## config.mk

```make
export PLATFORM = sky130hd
export DESIGN_NAME = afc_clock_recovery_config
export DESIGN_NICKNAME = d
export VERILOG_FILES = /design/src/hdl/afc_recovery_pkg.sv /design/src/hdl/afc_clock_recovery_config.sv /design/src/hdl/config_store.sv
export SDC_FILE = /design/constraint.sdc
export NUM_CORES = 1
export LEC_CHECK = 0
export BUFFER_PORTS_ARGS = -buffer_cell sky130_fd_sc_hd__buf_4
export CAP_MARGIN = 40
export CORE_ASPECT_RATIO = 0.8
export CORE_MARGIN = 3
export CORE_UTILIZATION = 60
export DETAILED_ROUTE_END_ITERATION = 8
export GPL_TIMING_DRIVEN = 0
export PLACE_DENSITY = 0.84
export SETUP_SLACK_MARGIN = 0.05
export SKIP_LAST_GASP = 1
export SLEW_MARGIN = 10
export SYNTH_ARGS = -nofsm -noshare
export SYNTH_HDL_FRONTEND = slang
export SYNTH_SLANG_ARGS = --single-unit
```

## constraint.sdc

```tcl
create_clock -name clk -period 4.2 [get_ports clk]
set_clock_uncertainty 0.15 [all_clocks]
set_input_delay 0.42 -clock clk [delete_from_list [all_inputs] [get_ports clk]]
set_output_delay 0.42 -clock clk [all_outputs]
set_load 0.005 [all_outputs]
```

## src/hdl/afc_recovery_pkg.sv

```systemverilog
// Register map, field layout and reset values of the AFC and clock recovery bank
package afc_recovery_pkg;

    // ----------------------------------------------------------------
    // Bus widths
    // ----------------------------------------------------------------
    localparam int ADDR_W = 8;
    localparam int DATA_W = 8;

    // ----------------------------------------------------------------
    // Register offsets
    // ----------------------------------------------------------------
    localparam logic [ADDR_W-1:0] ADDR_AFC_TIMING  = 8'h1e;
    localparam logic [ADDR_W-1:0] ADDR_GEARSHIFT   = 8'h1f;
    localparam logic [ADDR_W-1:0] ADDR_OSR_LOW     = 8'h20;
    localparam logic [ADDR_W-1:0] ADDR_OFFSET_HIGH = 8'h21;
    localparam logic [ADDR_W-1:0] ADDR_OFFSET_MID  = 8'h22;
    localparam logic [ADDR_W-1:0] ADDR_OFFSET_LOW  = 8'h23;
    localparam logic [ADDR_W-1:0] ADDR_GAIN_HIGH   = 8'h24;
    localparam logic [ADDR_W-1:0] ADDR_GAIN_LOW    = 8'h25;
    localparam logic [ADDR_W-1:0] ADDR_MODE        = 8'h2f;
    localparam logic [ADDR_W-1:0] ADDR_STATUS      = 8'h3f;

    // ----------------------------------------------------------------
    // Bank word indices (offset minus first offset)
    // ----------------------------------------------------------------
    localparam int BANK_WORDS       = 8;
    localparam int IDX_AFC_TIMING   = 0;
    localparam int IDX_GEARSHIFT    = 1;
    localparam int IDX_OSR_LOW      = 2;
    localparam int IDX_OFFSET_HIGH  = 3;
    localparam int IDX_OFFSET_MID   = 4;
    localparam int IDX_OFFSET_LOW   = 5;
    localparam int IDX_GAIN_HIGH    = 6;
    localparam int IDX_GAIN_LOW     = 7;

    // ----------------------------------------------------------------
    // Reset values; together they give 40 kbps without Manchester
    // ----------------------------------------------------------------
    localparam logic [DATA_W-1:0] RST_AFC_TIMING  = 8'h0a;
    localparam logic [DATA_W-1:0] RST_GEARSHIFT   = 8'h03;
    localparam logic [DATA_W-1:0] RST_OSR_LOW     = 8'h64;
    localparam logic [DATA_W-1:0] RST_OFFSET_HIGH = 8'h01;
    localparam logic [DATA_W-1:0] RST_OFFSET_MID  = 8'h47;
    localparam logic [DATA_W-1:0] RST_OFFSET_LOW  = 8'hae;
    localparam logic [DATA_W-1:0] RST_GAIN_HIGH   = 8'h02;
    localparam logic [DATA_W-1:0] RST_GAIN_LOW    = 8'h91;
    localparam logic [DATA_W-1:0] RST_MODE        = 8'h00;
    localparam logic [BANK_WORDS*DATA_W-1:0] BANK_RESET = {RST_GAIN_LOW, RST_GAIN_HIGH,
        RST_OFFSET_LOW, RST_OFFSET_MID, RST_OFFSET_HIGH, RST_OSR_LOW, RST_GEARSHIFT,
        RST_AFC_TIMING};
    // Top two bits of the AFC timing word are read-only zero
    localparam logic [BANK_WORDS*DATA_W-1:0] BANK_WMASK = 64'hffffffffffffff3f;

    // ----------------------------------------------------------------
    // Field positions
    // ----------------------------------------------------------------
    localparam int SHWAIT_LSB    = 3;
    localparam int ANWAIT_LSB    = 0;
    localparam int NOISE_IMM_BIT = 6;
    localparam int FAST_LSB      = 3;
    localparam int SLOW_LSB      = 0;
    localparam int OSR_HIGH_LSB  = 5;
    localparam int STALL_BIT     = 4;
    localparam int NCO_HIGH_LSB  = 0;
    localparam int GAIN_HIGH_LSB = 0;
    localparam int MANCH_BIT     = 0;
    localparam int BYPASS_BIT    = 1;
    localparam int DECEXP_LSB    = 2;
    localparam int ST_SLOW_BIT   = 0;
    localparam int ST_PERMIT_BIT = 1;
    localparam int ST_ANT_BIT    = 2;

    // ----------------------------------------------------------------
    // Timing: short wait is (value + 1) x 2 bit periods
    // ----------------------------------------------------------------
    localparam int AFC_WAIT_UNIT = 2;
    localparam int AFC_WAIT_ADD  = 1;

    // Loop gain gears
    typedef enum logic {GEAR_FAST, GEAR_SLOW} gear_t;

endpackage

```

## src/hdl/afc_clock_recovery_config.sv

```systemverilog
// Configuration bank for AFC timing and the bit clock recovery loop gears
// Notes on behaviour
// - Pre-preamble AFC waits (short_wait+1)x2 bit periods
// - Short wait zero blocks AFC before preamble
// - Antenna switch wait counts received bit periods
// - Before preamble gain is gain over 2^fast
// - Preamble shifts gain to gain over 2^slow
// - Oversampling ratio 11 bits, three fractional bits
// - Oversampling resets to 12.5 cycles per bit
// - NCO offset is 20 bits over three registers
// - Offset-high bit 4 is loop stall control
// - Timing loop gain is 11 bits
// - Reset values give 40 kbps, no Manchester
// - Manchester enable bit doubles effective rate
// - Third decimator bypass changes loop sample rate
//
// Our own choice: the strobed register port.
`timescale 1ns/1ps
module afc_clock_recovery_config (
    // Clock and reset
    input  wire logic        clk,
    input  wire logic        rstn,
    // Register port
    input  wire logic [7:0]  reg_addr,
    input  wire logic [7:0]  reg_wdata,
    input  wire logic        reg_wr,
    input  wire logic        reg_rd,
    output logic      [7:0]  reg_rdata,
    // Modem events, same clock
    input  wire logic        bit_tick,
    input  wire logic        preamble_detected,
    input  wire logic        search_restart,
    input  wire logic        afc_correction_done,
    input  wire logic        antenna_switch,
    // Loop and AFC controls
    output logic             afc_permit,
    output logic             antenna_settled,
    output logic [10:0]      loop_gain,
    output logic             gear_slow,
    output logic [10:0]      oversampling_ratio,
    output logic [19:0]      nco_offset,
    output logic             loop_stall_control,
    output logic             direct_mode_noise_immunity,
    output logic             manchester_enable,
    output logic             third_decimator_bypass,
    output logic [2:0]       decimation_exponent
);
    localparam int IDX_W = $clog2(afc_recovery_pkg::BANK_WORDS);
    // ----------------------------------------------------------------
    // Address decode, shared by write and read paths
    // ----------------------------------------------------------------
    function automatic logic [IDX_W:0] bank_index(input logic [7:0] addr);
        logic [7:0] rel;
        rel = addr - afc_recovery_pkg::ADDR_AFC_TIMING;
        if (addr >= afc_recovery_pkg::ADDR_AFC_TIMING
            && addr <= afc_recovery_pkg::ADDR_GAIN_LOW)
            bank_index = {1'b1, rel[IDX_W-1:0]};
        else
            bank_index = '0;
    endfunction
    // Bank storage and its field views
    logic [63:0] words;
    logic [7:0]  afc_timing;
    logic [7:0]  gearshift;
    logic [2:0]  short_wait;        // Zero turns pre-preamble AFC off
    logic [2:0]  antenna_switch_wait;
    logic [2:0]  fast_gear_exponent;
    logic [2:0]  slow_gear_exponent;
    logic [10:0] timing_loop_gain;
    logic [IDX_W:0] wr_hit;
    assign wr_hit = bank_index(reg_addr);
    config_store #(
        .WORDS (afc_recovery_pkg::BANK_WORDS),
        .WIDTH (afc_recovery_pkg::DATA_W),
        .RESET (afc_recovery_pkg::BANK_RESET),
        .WMASK (afc_recovery_pkg::BANK_WMASK)
    ) u_store (
        .clk     (clk),
        .rstn    (rstn),
        .wr_en   (reg_wr && wr_hit[IDX_W]),
        .wr_idx  (wr_hit[IDX_W-1:0]),
        .wr_data (reg_wdata),
        .words   (words)
    );
    assign afc_timing = words[afc_recovery_pkg::IDX_AFC_TIMING*8 +: 8];
    assign gearshift  = words[afc_recovery_pkg::IDX_GEARSHIFT*8 +: 8];
    assign short_wait = afc_timing[afc_recovery_pkg::SHWAIT_LSB +: 3];
    assign antenna_switch_wait = afc_timing[afc_recovery_pkg::ANWAIT_LSB +: 3];
    assign fast_gear_exponent  = gearshift[afc_recovery_pkg::FAST_LSB +: 3];
    assign slow_gear_exponent  = gearshift[afc_recovery_pkg::SLOW_LSB +: 3];
    assign timing_loop_gain = {
        words[afc_recovery_pkg::IDX_GAIN_HIGH*8 + afc_recovery_pkg::GAIN_HIGH_LSB +: 3],
        words[afc_recovery_pkg::IDX_GAIN_LOW*8 +: 8]};

    // ----------------------------------------------------------------
    // Static loop settings, wired from the bank flip-flops
    // ----------------------------------------------------------------
    assign oversampling_ratio = {
        words[afc_recovery_pkg::IDX_OFFSET_HIGH*8 + afc_recovery_pkg::OSR_HIGH_LSB +: 3],
        words[afc_recovery_pkg::IDX_OSR_LOW*8 +: 8]};
    assign nco_offset = {
        words[afc_recovery_pkg::IDX_OFFSET_HIGH*8 + afc_recovery_pkg::NCO_HIGH_LSB +: 4],
        words[afc_recovery_pkg::IDX_OFFSET_MID*8 +: 8],
        words[afc_recovery_pkg::IDX_OFFSET_LOW*8 +: 8]};
    assign loop_stall_control =
        words[afc_recovery_pkg::IDX_OFFSET_HIGH*8 + afc_recovery_pkg::STALL_BIT];
    // Software alone decides this bit; the block only carries it out
    assign direct_mode_noise_immunity = gearshift[afc_recovery_pkg::NOISE_IMM_BIT];

    // ----------------------------------------------------------------
    // Mode register: Manchester, decimator bypass, decimation exponent
    // ----------------------------------------------------------------
    logic [7:0] mode_r;
    logic [7:0] mode_nxt;
    always_comb
    begin
        mode_nxt = mode_r;
        if (reg_wr && reg_addr == afc_recovery_pkg::ADDR_MODE)
            mode_nxt = reg_wdata;
    end

    always_ff @(posedge clk or negedge rstn)
    begin
        if (!rstn)
            mode_r <= afc_recovery_pkg::RST_MODE;
        else
            mode_r <= mode_nxt;
    end
    assign manchester_enable      = mode_r[afc_recovery_pkg::MANCH_BIT];
    assign third_decimator_bypass = mode_r[afc_recovery_pkg::BYPASS_BIT];
    assign decimation_exponent    = mode_r[afc_recovery_pkg::DECEXP_LSB +: 3];

    // ----------------------------------------------------------------
    // Gear state and registered loop gain
    // ----------------------------------------------------------------
    afc_recovery_pkg::gear_t gear_r;
    afc_recovery_pkg::gear_t gear_nxt;
    logic [10:0] loop_gain_r;
    logic [10:0] loop_gain_nxt;

    always_comb
    begin
        gear_nxt = gear_r;
        case (gear_r)
            afc_recovery_pkg::GEAR_FAST:
            begin
                // Restart wins so a stale detect cannot hold the slow gear
                if (preamble_detected && !search_restart)
                    gear_nxt = afc_recovery_pkg::GEAR_SLOW;
            end
            afc_recovery_pkg::GEAR_SLOW:
            begin
                if (search_restart)
                    gear_nxt = afc_recovery_pkg::GEAR_FAST;
            end
            default:
                gear_nxt = afc_recovery_pkg::GEAR_FAST;
        endcase
        if (gear_r == afc_recovery_pkg::GEAR_SLOW)
            loop_gain_nxt = timing_loop_gain >> slow_gear_exponent;
        else
            loop_gain_nxt = timing_loop_gain >> fast_gear_exponent;
    end

    always_ff @(posedge clk or negedge rstn)
    begin
        if (!rstn)
        begin
            gear_r      <= afc_recovery_pkg::GEAR_FAST;
            loop_gain_r <= '0;
        end
        else
        begin
            gear_r      <= gear_nxt;
            loop_gain_r <= loop_gain_nxt;
        end
    end

    assign gear_slow = (gear_r == afc_recovery_pkg::GEAR_SLOW);
    assign loop_gain = loop_gain_r;

    // ----------------------------------------------------------------
    // AFC wait: counts bit ticks after each correction
    // ----------------------------------------------------------------
    logic [4:0] afc_wait_r;     // Remaining bit periods, 16 at most
    logic [4:0] afc_wait_nxt;
    logic       afc_permit_r;
    logic       afc_permit_nxt;
    always_comb
    begin
        afc_wait_nxt = afc_wait_r;
        if (gear_nxt == afc_recovery_pkg::GEAR_SLOW)
            afc_wait_nxt = '0;
        else if (afc_correction_done)
            afc_wait_nxt = 5'((short_wait + afc_recovery_pkg::AFC_WAIT_ADD)
                * afc_recovery_pkg::AFC_WAIT_UNIT);
        else if (bit_tick && afc_wait_r != '0)
            afc_wait_nxt = afc_wait_r - 5'h01;
        // After the preamble the short wait no longer applies
        if (gear_nxt == afc_recovery_pkg::GEAR_SLOW)
            afc_permit_nxt = 1'b1;
        else
            afc_permit_nxt = (short_wait != '0) && (afc_wait_nxt == '0);
    end

    always_ff @(posedge clk or negedge rstn)
    begin
        if (!rstn)
        begin
            afc_wait_r   <= '0;
            afc_permit_r <= 1'b0;
        end
        else
        begin
            afc_wait_r   <= afc_wait_nxt;
            afc_permit_r <= afc_permit_nxt;
        end
    end
    assign afc_permit = afc_permit_r;

    // ----------------------------------------------------------------
    // Antenna switching wait
    // ----------------------------------------------------------------
    logic [2:0] ant_wait_r;
    logic [2:0] ant_wait_nxt;
    logic       ant_settled_r;
    logic       ant_settled_nxt;
    always_comb
    begin
        ant_wait_nxt = ant_wait_r;
        if (antenna_switch)
            ant_wait_nxt = antenna_switch_wait;
        else if (bit_tick && ant_wait_r != '0)
            ant_wait_nxt = ant_wait_r - 3'h1;
        ant_settled_nxt = (ant_wait_nxt == '0);
    end

    always_ff @(posedge clk or negedge rstn)
    begin
        if (!rstn)
        begin
            ant_wait_r    <= '0;
            ant_settled_r <= 1'b1;
        end
        else
        begin
            ant_wait_r    <= ant_wait_nxt;
            ant_settled_r <= ant_settled_nxt;
        end
    end
    assign antenna_settled = ant_settled_r;

    // ----------------------------------------------------------------
    // Read path: data valid the cycle after the strobe, zero elsewhere
    // ----------------------------------------------------------------
    logic [7:0]     rdata_r;
    logic [7:0]     rdata_nxt;
    logic [IDX_W:0] rd_hit;
    always_comb
    begin
        rd_hit    = bank_index(reg_addr);
        rdata_nxt = '0;     // Idle cycles and unmapped reads give zero
        if (reg_rd && rd_hit[IDX_W])
            rdata_nxt = words[rd_hit[IDX_W-1:0]*8 +: 8];
        else if (reg_rd && reg_addr == afc_recovery_pkg::ADDR_MODE)
            rdata_nxt = mode_r;
        else if (reg_rd && reg_addr == afc_recovery_pkg::ADDR_STATUS)
        begin
            rdata_nxt[afc_recovery_pkg::ST_SLOW_BIT]   = gear_slow;
            rdata_nxt[afc_recovery_pkg::ST_PERMIT_BIT] = afc_permit_r;
            rdata_nxt[afc_recovery_pkg::ST_ANT_BIT]    = ant_settled_r;
        end
    end

    always_ff @(posedge clk or negedge rstn)
    begin
        if (!rstn)
            rdata_r <= '0;
        else
            rdata_r <= rdata_nxt;
    end
    assign reg_rdata = rdata_r;
endmodule

```

## src/hdl/config_store.sv

```systemverilog
// Small register store with per-word reset values and write masks
`timescale 1ns/1ps
module config_store #(
    parameter int                       WORDS = 8,
    parameter int                       WIDTH = 8,
    parameter logic [WORDS*WIDTH-1:0]   RESET = '0,
    parameter logic [WORDS*WIDTH-1:0]   WMASK = '1
) (
    // Clock and reset
    input  wire logic                     clk,
    input  wire logic                     rstn,
    // Write port
    input  wire logic                     wr_en,
    input  wire logic [$clog2(WORDS)-1:0] wr_idx,
    input  wire logic [WIDTH-1:0]         wr_data,
    // Every word, straight from its flip-flops
    output logic      [WORDS*WIDTH-1:0]   words
);

    // Storage and its next value
    logic [WORDS*WIDTH-1:0] store_r;
    logic [WORDS*WIDTH-1:0] store_nxt;

    // The write index needs at least one bit; refuse a store it cannot address
    if (WORDS < 2 || WIDTH < 1)
    begin
        $error("config_store needs two or more words of one or more bits");
    end

    // ----------------------------------------------------------------
    // Next value: only the addressed word, only its writable bits
    // ----------------------------------------------------------------
    always_comb
    begin
        store_nxt = store_r;
        for (int i = 0; i < WORDS; i++)
        begin
            if (wr_en && wr_idx == i[$clog2(WORDS)-1:0])
            begin
                store_nxt[i*WIDTH +: WIDTH] = (wr_data & WMASK[i*WIDTH +: WIDTH])
                    | (store_r[i*WIDTH +: WIDTH] & ~WMASK[i*WIDTH +: WIDTH]);
            end
        end
    end

    // Registers
    always_ff @(posedge clk or negedge rstn)
    begin
        if (!rstn)
            store_r <= RESET;
        else
            store_r <= store_nxt;
    end

    assign words = store_r;

endmodule

```

# Word-level counts from Yosys, hierarchy flattened
# Cells that the tools add are included.
# W data, S select, Z words.
[op_classes]
add_sub_neg = 4
magnitude_cmp = 2
eq_ne = 9
shift = 3
muxes = 15
bitwise_logic = 2
reduce_logical = 25
[op_table]
columns = ["cell", "n"]
rows = [
  ["$shiftx A64 B7 Y8", 1],
  ["$shr A11 B3 Y11", 2],
  ["$mux W5", 4],
  ["$logic_and A1 B1 Y1", 18],
  ["$eq A8 B6 Y1 const B", 2],
  ["$eq A3 B3 Y1 const B", 4],
  ["$mux W3", 4],
  ["$mux W11", 1],
  ["$ge A8 B5 Y1 const B", 1],
  ["$le A8 B6 Y1 const B", 1],
  ["$mux W8", 1],
  ["$or A6 B8 Y8", 1],
  ["$eq A3 B2 Y1 const B", 2],
  ["$logic_not A3 Y1", 2],
  ["$reduce_bool A3 Y1", 2],
  ["$logic_not A5 Y1", 1],
  ["$reduce_bool A5 Y1", 1],
  ["$sub A5 B1 Y5 const B", 1],
  ["$add A3 B1 Y4 const B", 1],
  ["$mux W4", 1],
  ["$eq A3 B1 Y1 const B", 1],
  ["$mux W1", 3],
  ["$sub A3 B1 Y3 const B", 1],
  ["$sub A3 B3 Y3 const B", 1],
  ["other kinds (3)", 3],
]
[totals]
regBits = 102
elab_cells = 76

# Logic depth before layout (Yosys ltp)
[logic_depth]
ltp_word = 8
depth_mapped = 7

# By module
# A second synthesis with hierarchy kept.
[unflattened]
cells_unflattened = 435
hier_area_um2 = 5072.4
[by_module_without_submodules]
columns = ["module", "n_inst", "cells_each", "area_each_um2"]
rows = [
  ["afc_clock_recovery_config", 1, 293, 2606.2],
  ["config_store", 1, 142, 2466.1],
]

# Worst setup path after synthesis
# No wires, ideal clock.
[synth_timing]
path_type = "input-to-reg"
startpoint = "in reg_addr[2]"
endpoint = "reg u_store.store_r[40] (netlist: u_store.words[40])"
setup_ns = 0.125
arrival_time_ns = 2.190
required_time_ns = 3.925
path_slack_ns = 1.735
stages = 6
path_buffers = 2
path_cell_list = "clkbuf_1 -> or4b_2 -> a21oi_2 -> and3_1 -> buf_2 -> mux2_2"
[synth_via]
elab_chain_cells = 5
elab_cells_between_ends = 8
classes_between = "add/sub (1); order compare (2); eq/ne (1); mux (1); reduce/logical (3)"
[synth_lines]
columns = ["element", "line_no", "rtl"]
rows = [
  ["start: declaration", "afc_clock_recovery_config.sv:24", "input wire logic [7:0] reg_addr,"],
  ["$ge A8 B5 Y1 or $le A8 B6 Y1 (tied branches)", "afc_clock_recovery_config.sv:55, afc_clock_recovery_config.sv:56", ""],
  ["$logic_and A1 B1 Y1", "afc_clock_recovery_config.sv:56", "&& addr <= afc_recovery_pkg::ADDR_GAIN_LOW)"],
  ["$mux W4 (*)", "afc_clock_recovery_config.sv:55", "if (addr >= afc_recovery_pkg::ADDR_AFC_TIMING"],
  ["$eq A3 B3 Y1 or $logic_and A1 B1 Y1 (tied branches)", "config_store.sv:38, afc_clock_recovery_config.sv:80", ""],
  ["$logic_and A1 B1 Y1 (*)", "config_store.sv:38", "if (wr_en && wr_idx == i[$clog2(WORDS)-1:0])"],
  ["end signal: assignment", "config_store.sv:52", "store_r <= store_nxt;"],
  ["end: declaration", "config_store.sv:21", "logic [WORDS*WIDTH-1:0] store_r;"],
]
# Mark *: on every way between the ends. The rest lies on a longest branch, timed or not.
# A chain may end at the register's enable or synchronous reset.

# Worst setup path in the final report
[layout_timing]
startpoint = "reg gear_r (netlist: gear_slow)"
endpoint = "reg loop_gain_r[6] (netlist: loop_gain[6])"
[layout_via]
elab_chain_cells = 1
[layout_lines]
columns = ["element", "line_no", "rtl"]
rows = [
  ["start: declaration", "afc_clock_recovery_config.sv:136", "afc_recovery_pkg::gear_t gear_r;"],
  ["start signal: assignment", "afc_clock_recovery_config.sv:169", "gear_r <= afc_recovery_pkg::GEAR_FAST;"],
  ["start signal: assignment", "afc_clock_recovery_config.sv:174", "gear_r <= gear_nxt;"],
  ["$mux W11", "afc_clock_recovery_config.sv:159", "if (gear_r == afc_recovery_pkg::GEAR_SLOW)"],
  ["named net loop_gain_nxt[6]", "afc_clock_recovery_config.sv:139", "logic [10:0] loop_gain_nxt;"],
  ["end signal: assignment", "afc_clock_recovery_config.sv:175", "loop_gain_r <= loop_gain_nxt;"],
  ["end: declaration", "afc_clock_recovery_config.sv:138", "logic [10:0] loop_gain_r;"],
]
# The timed path passes the listed nets, and every way through them passes these cells.

==> run_results.csv <==
group,metric,value,unit
run_status,status,"completed",
synth,synth_ff_type,"dfrtp_1",
synth,postSynthCellCount,441,
floorplan,rows,29,
worst_setup_path,crit_chain,"clkbuf_1 -> mux2i_1 -> buf_1 -> mux2i_1 -> mux2i_1 -> nand2_1 -> o21ai_0",
routing,wirelength,12100,µm
synth,synth_fp_nets,471,
hold_path,hp-class,"input port to flop",
finish,fillCellCount,575,
timing,finalCritPeriodShare,65.7,%
timing,finalSetupTns,0,ns
floorplan,die_w,111,µm
finish,nets,564,
worst_setup_path,r2r_end,"loop_gain[6]$_DFF_PN0_",
clock_tree,hold_buffers,1,
clock_tree,clk_pin_slew,0.09,ns
finish,final_util,75.5,%
pwr,power.density,315,nW/µm²
synth,yosysWarnings,0,
finish,seqCellArea,2530,µm²
synth,netlist_area,5270,µm²
pwr,power.share.sequential,54.6,%
worst_setup_path,critPathSlowestCell,"buf_1",
synth,yosysUniqueCellTypes,51,
finish,area_growth,17.9,%
pwr,comb_power_share,16.9,%
hold_path,hold_end,"ant_wait_r[0]$_DFF_PN0_",
finish,diodes,0,
pwr,power_frac_clock,28.4,%
clock_tree,post_cts_resized,0,
worst_setup_path,critPathKind,"flop to flop",
floorplan,core_area,8240,µm²
grt,antenna_found_initial,0,
floorplan,die_h,89.9,µm
worst_setup_path,max_stage_delay,0.55,ns
placement,io_buffers,79,
routing,avgRoutedWirePerCell,18.7,µm
timing,maxSlewHeadroom,37.2,%
worst_setup_path,r2r_start,"gear_slow$_DFF_PN0_",
pwr,irDropWorstVdd,0.000245,V
grt,grt_max_degree,57,
finish,drive_gt1_share,45.5,%
finish,multi_input_area,2330,µm²
floorplan,initial_core_util,64.0,%
timing,rsz0062_at_grt,"no",
clock_tree,clock_path_buffers,2,
pwr,internal_power,1430,µW
pwr,p_switching,531,µW
clock_tree,htree_levels,3,
pwr,netSwitchingFraction,27.1,%
hold_path,min_from,"antenna_switch",
worst_setup_path,start_kind,"flop",
routing,drt-vias-per-instance,5.86,
timing,finalCriticalPeriod,2.76,ns
timing,slew_violations,0,
timing,finalSetupViolCount,0,
timing,hold_ws,0.179,ns
placement,dpl.hpwl,9040,µm
timing,tightest_slew,0.934,ns
synth,async_flop_share,100,%
routing,via_count,3791,
floorplan,dieArea,9960,µm²
worst_setup_path,end_kind,"flop",
hold_path,holdPathStages,2,
grt,grt-ovfl-total,0,
clock_tree,cts-root-buf,"clkbuf_8",
worst_setup_path,r2r_slack,1.44,ns
clock_tree,clk_latency,0.36,ns
clock_tree,cts_tree,"yes",
grt,grt_pass1_wl,19700,µm
routing,drc,0,
run,drv_cap,0,
worst_setup_path,path_max_fanout,10,
worst_setup_path,worst_ep_arrival_time,2.83,ns
synth,seq_area_frac_synth,48.0,%
worst_setup_path,cpMostUsedCell,"mux2i_1",
clock_tree,cts_buffers,9,
floorplan,io_pins,85,
pwr,p_leak,0.00315,µW
timing,hold_violations,0,
synth,ys_ff_latch,100,
timing,max_freq,362,MHz
clock_tree,postCtsSetupBuffers,0,
worst_setup_path,reg2reg_depth,7,
routing,drtIter0Drc,197,
clock_tree,cts.sink_count,100,
routing,ant_nets,0,
synth,syn_area_per_cell,12.0,µm²
routing,firstDrtPassIters,5,
placement,finalWeightedCongestion,0.908,
synth,synth-edff-count,0,
grt,first_global_vias,3658,
grt,track_usage,24.7,%
worst_setup_path,cp.required,4.27,ns
## kinds of logic (layout without fill, tap and decap cells)
| kind of cell | Yosys count | in the layout | synth area share [%] |
|---|---|---|---|
| flip-flops | 100 | 100 | 48.0 |
| AND/OR/NAND/NOR | 91 | 91 | 9.94 |
| buffers and inverters | 67 | 165 | 7.81 |
| AO/OA/AOI/OAI | 65 | 65 | 8.80 |
| multiplexers | 108 | 108 | 23.5 |
| adder cells (fa/ha/maj) | 5 | 5 | 1.19 |
| XOR/XNOR | 5 | 5 | 0.830 |
## placed cells by master, fill, tap and decap left out, types with 12 or more instances in the layout
cell type	synthesis	layout
buf_4	34	113
dfrtp_1	78	78
mux2_2	61	61
nand2_1	34	34
mux2i_1	31	31
dfstp_2	22	22
mux2_4	16	16
inv_1	13	13
o21ai_0	13	13
a221oi_1	13	13
clkbuf_1	10	12
nor2_1	12	12
## worst max-delay path: cells and delay by family (launching register included)
family / cells / cell delay [ns]
flops: 1 / 0.36
simple gates: 1 / 0.11
compound gates: 1 / 0.12
mux: 3 / 0.95
buf+inv: 2 / 0.94
## worst max-delay path by stage
stage / start / end
after floorplan: reg_addr[2] / u_store.words[40]$_DFFE_PN0P_
after global placement: reg_addr[7] / reg_rdata[4]$_DFF_PN0_
after detailed placement: reg_addr[2] / reg_rdata[4]$_DFF_PN0_
after CTS: gear_slow$_DFF_PN0_ / loop_gain[6]$_DFF_PN0_
after global routing: gear_slow$_DFF_PN0_ / loop_gain[6]$_DFF_PN0_
final: gear_slow$_DFF_PN0_ / loop_gain[6]$_DFF_PN0_
## Yosys cell counts (2+ instances only)
master / count / area, µm²
nor4_4: 3 / 63.8
a211oi_1: 9 / 67.6
nand2b_1: 4 / 25.0
nand3_1: 2 / 10.0
or4_4: 2 / 22.5
or2_2: 2 / 12.5
ha_1: 5 / 62.6
and2_1: 10 / 62.6
inv_1: 13 / 48.8
or4b_2: 2 / 20.0
nand2_1: 34 / 128
a221oi_1: 13 / 114
buf_6: 4 / 45.0
dfstp_2: 22 / 578
clkbuf_1: 10 / 37.5
nand4b_1: 2 / 17.5
nor3_1: 6 / 30.0
nand4_1: 2 / 12.5
o311ai_0: 2 / 17.5
o21a_1: 2 / 15.0
buf_1: 4 / 15.0
dfrtp_1: 78 / 1950
mux2_4: 16 / 240
buf_2: 2 / 10.0
o31ai_1: 9 / 67.6
a22oi_1: 2 / 15.0
nor2_1: 12 / 45.0
a21oi_1: 4 / 20.0
buf_4: 34 / 255
xnor2_1: 4 / 35.0
mux2_2: 61 / 687
mux2i_1: 31 / 310
o21ai_0: 13 / 65.1
a21boi_0: 5 / 37.5
## power by group through the flow
stage,Combinational [µW],Clock [µW],Sequential [µW]
3_3_place_gp,314,0,1080
2_1_floorplan,197,0,1080
6_report,331,556,1070
3_5_place_dp,330,0,1090
5_1_grt,367,610,1080
4_1_cts,333,564,1070
## state kept, by name, indices dropped and copies added (netlist names)
register	flops
reg_rdata	8
u_store.words	62
afc_wait_r	5
loop_gain	11
gear_slow	1
ant_wait_r	3
mode_r	8
antenna_settled	1
afc_permit	1
## per-stage QoR
stage | cell area, µm² | setup WS (ns) | total power, µW | std cells
after detailed placement | 6030 | 1.38 | 1420 | 630
after CTS | 6220 | 1.50 | 1960 | 647
after global placement | 6000 | 1.27 | 1400 | 628
after global routing | 6220 | 1.31 | 2050 | 647
after floorplan | 5270 | 1.73 | 1270 | 441
final | 6220 | 1.44 | 1960 | 647
## cell type report
class	instances	area share, %
inverter	13	0.785
buffer	54	5.84
clock inverter	4	0.423
clock buffer	12	2.33
timing repair buffer	82	10.2
sequential	100	40.7
multi-input combinational	274	37.5
tap	108	2.17
## layer usage
layer	GRT usage, %	share of wire [%]	wire length [µm]
met1	38.3	48	5800
met5	0	0	0
met2	35.9	45	5410
met4	5.74	0.98	119
met3	4.97	6.5	783
Power figures use the tool's default switching activity.
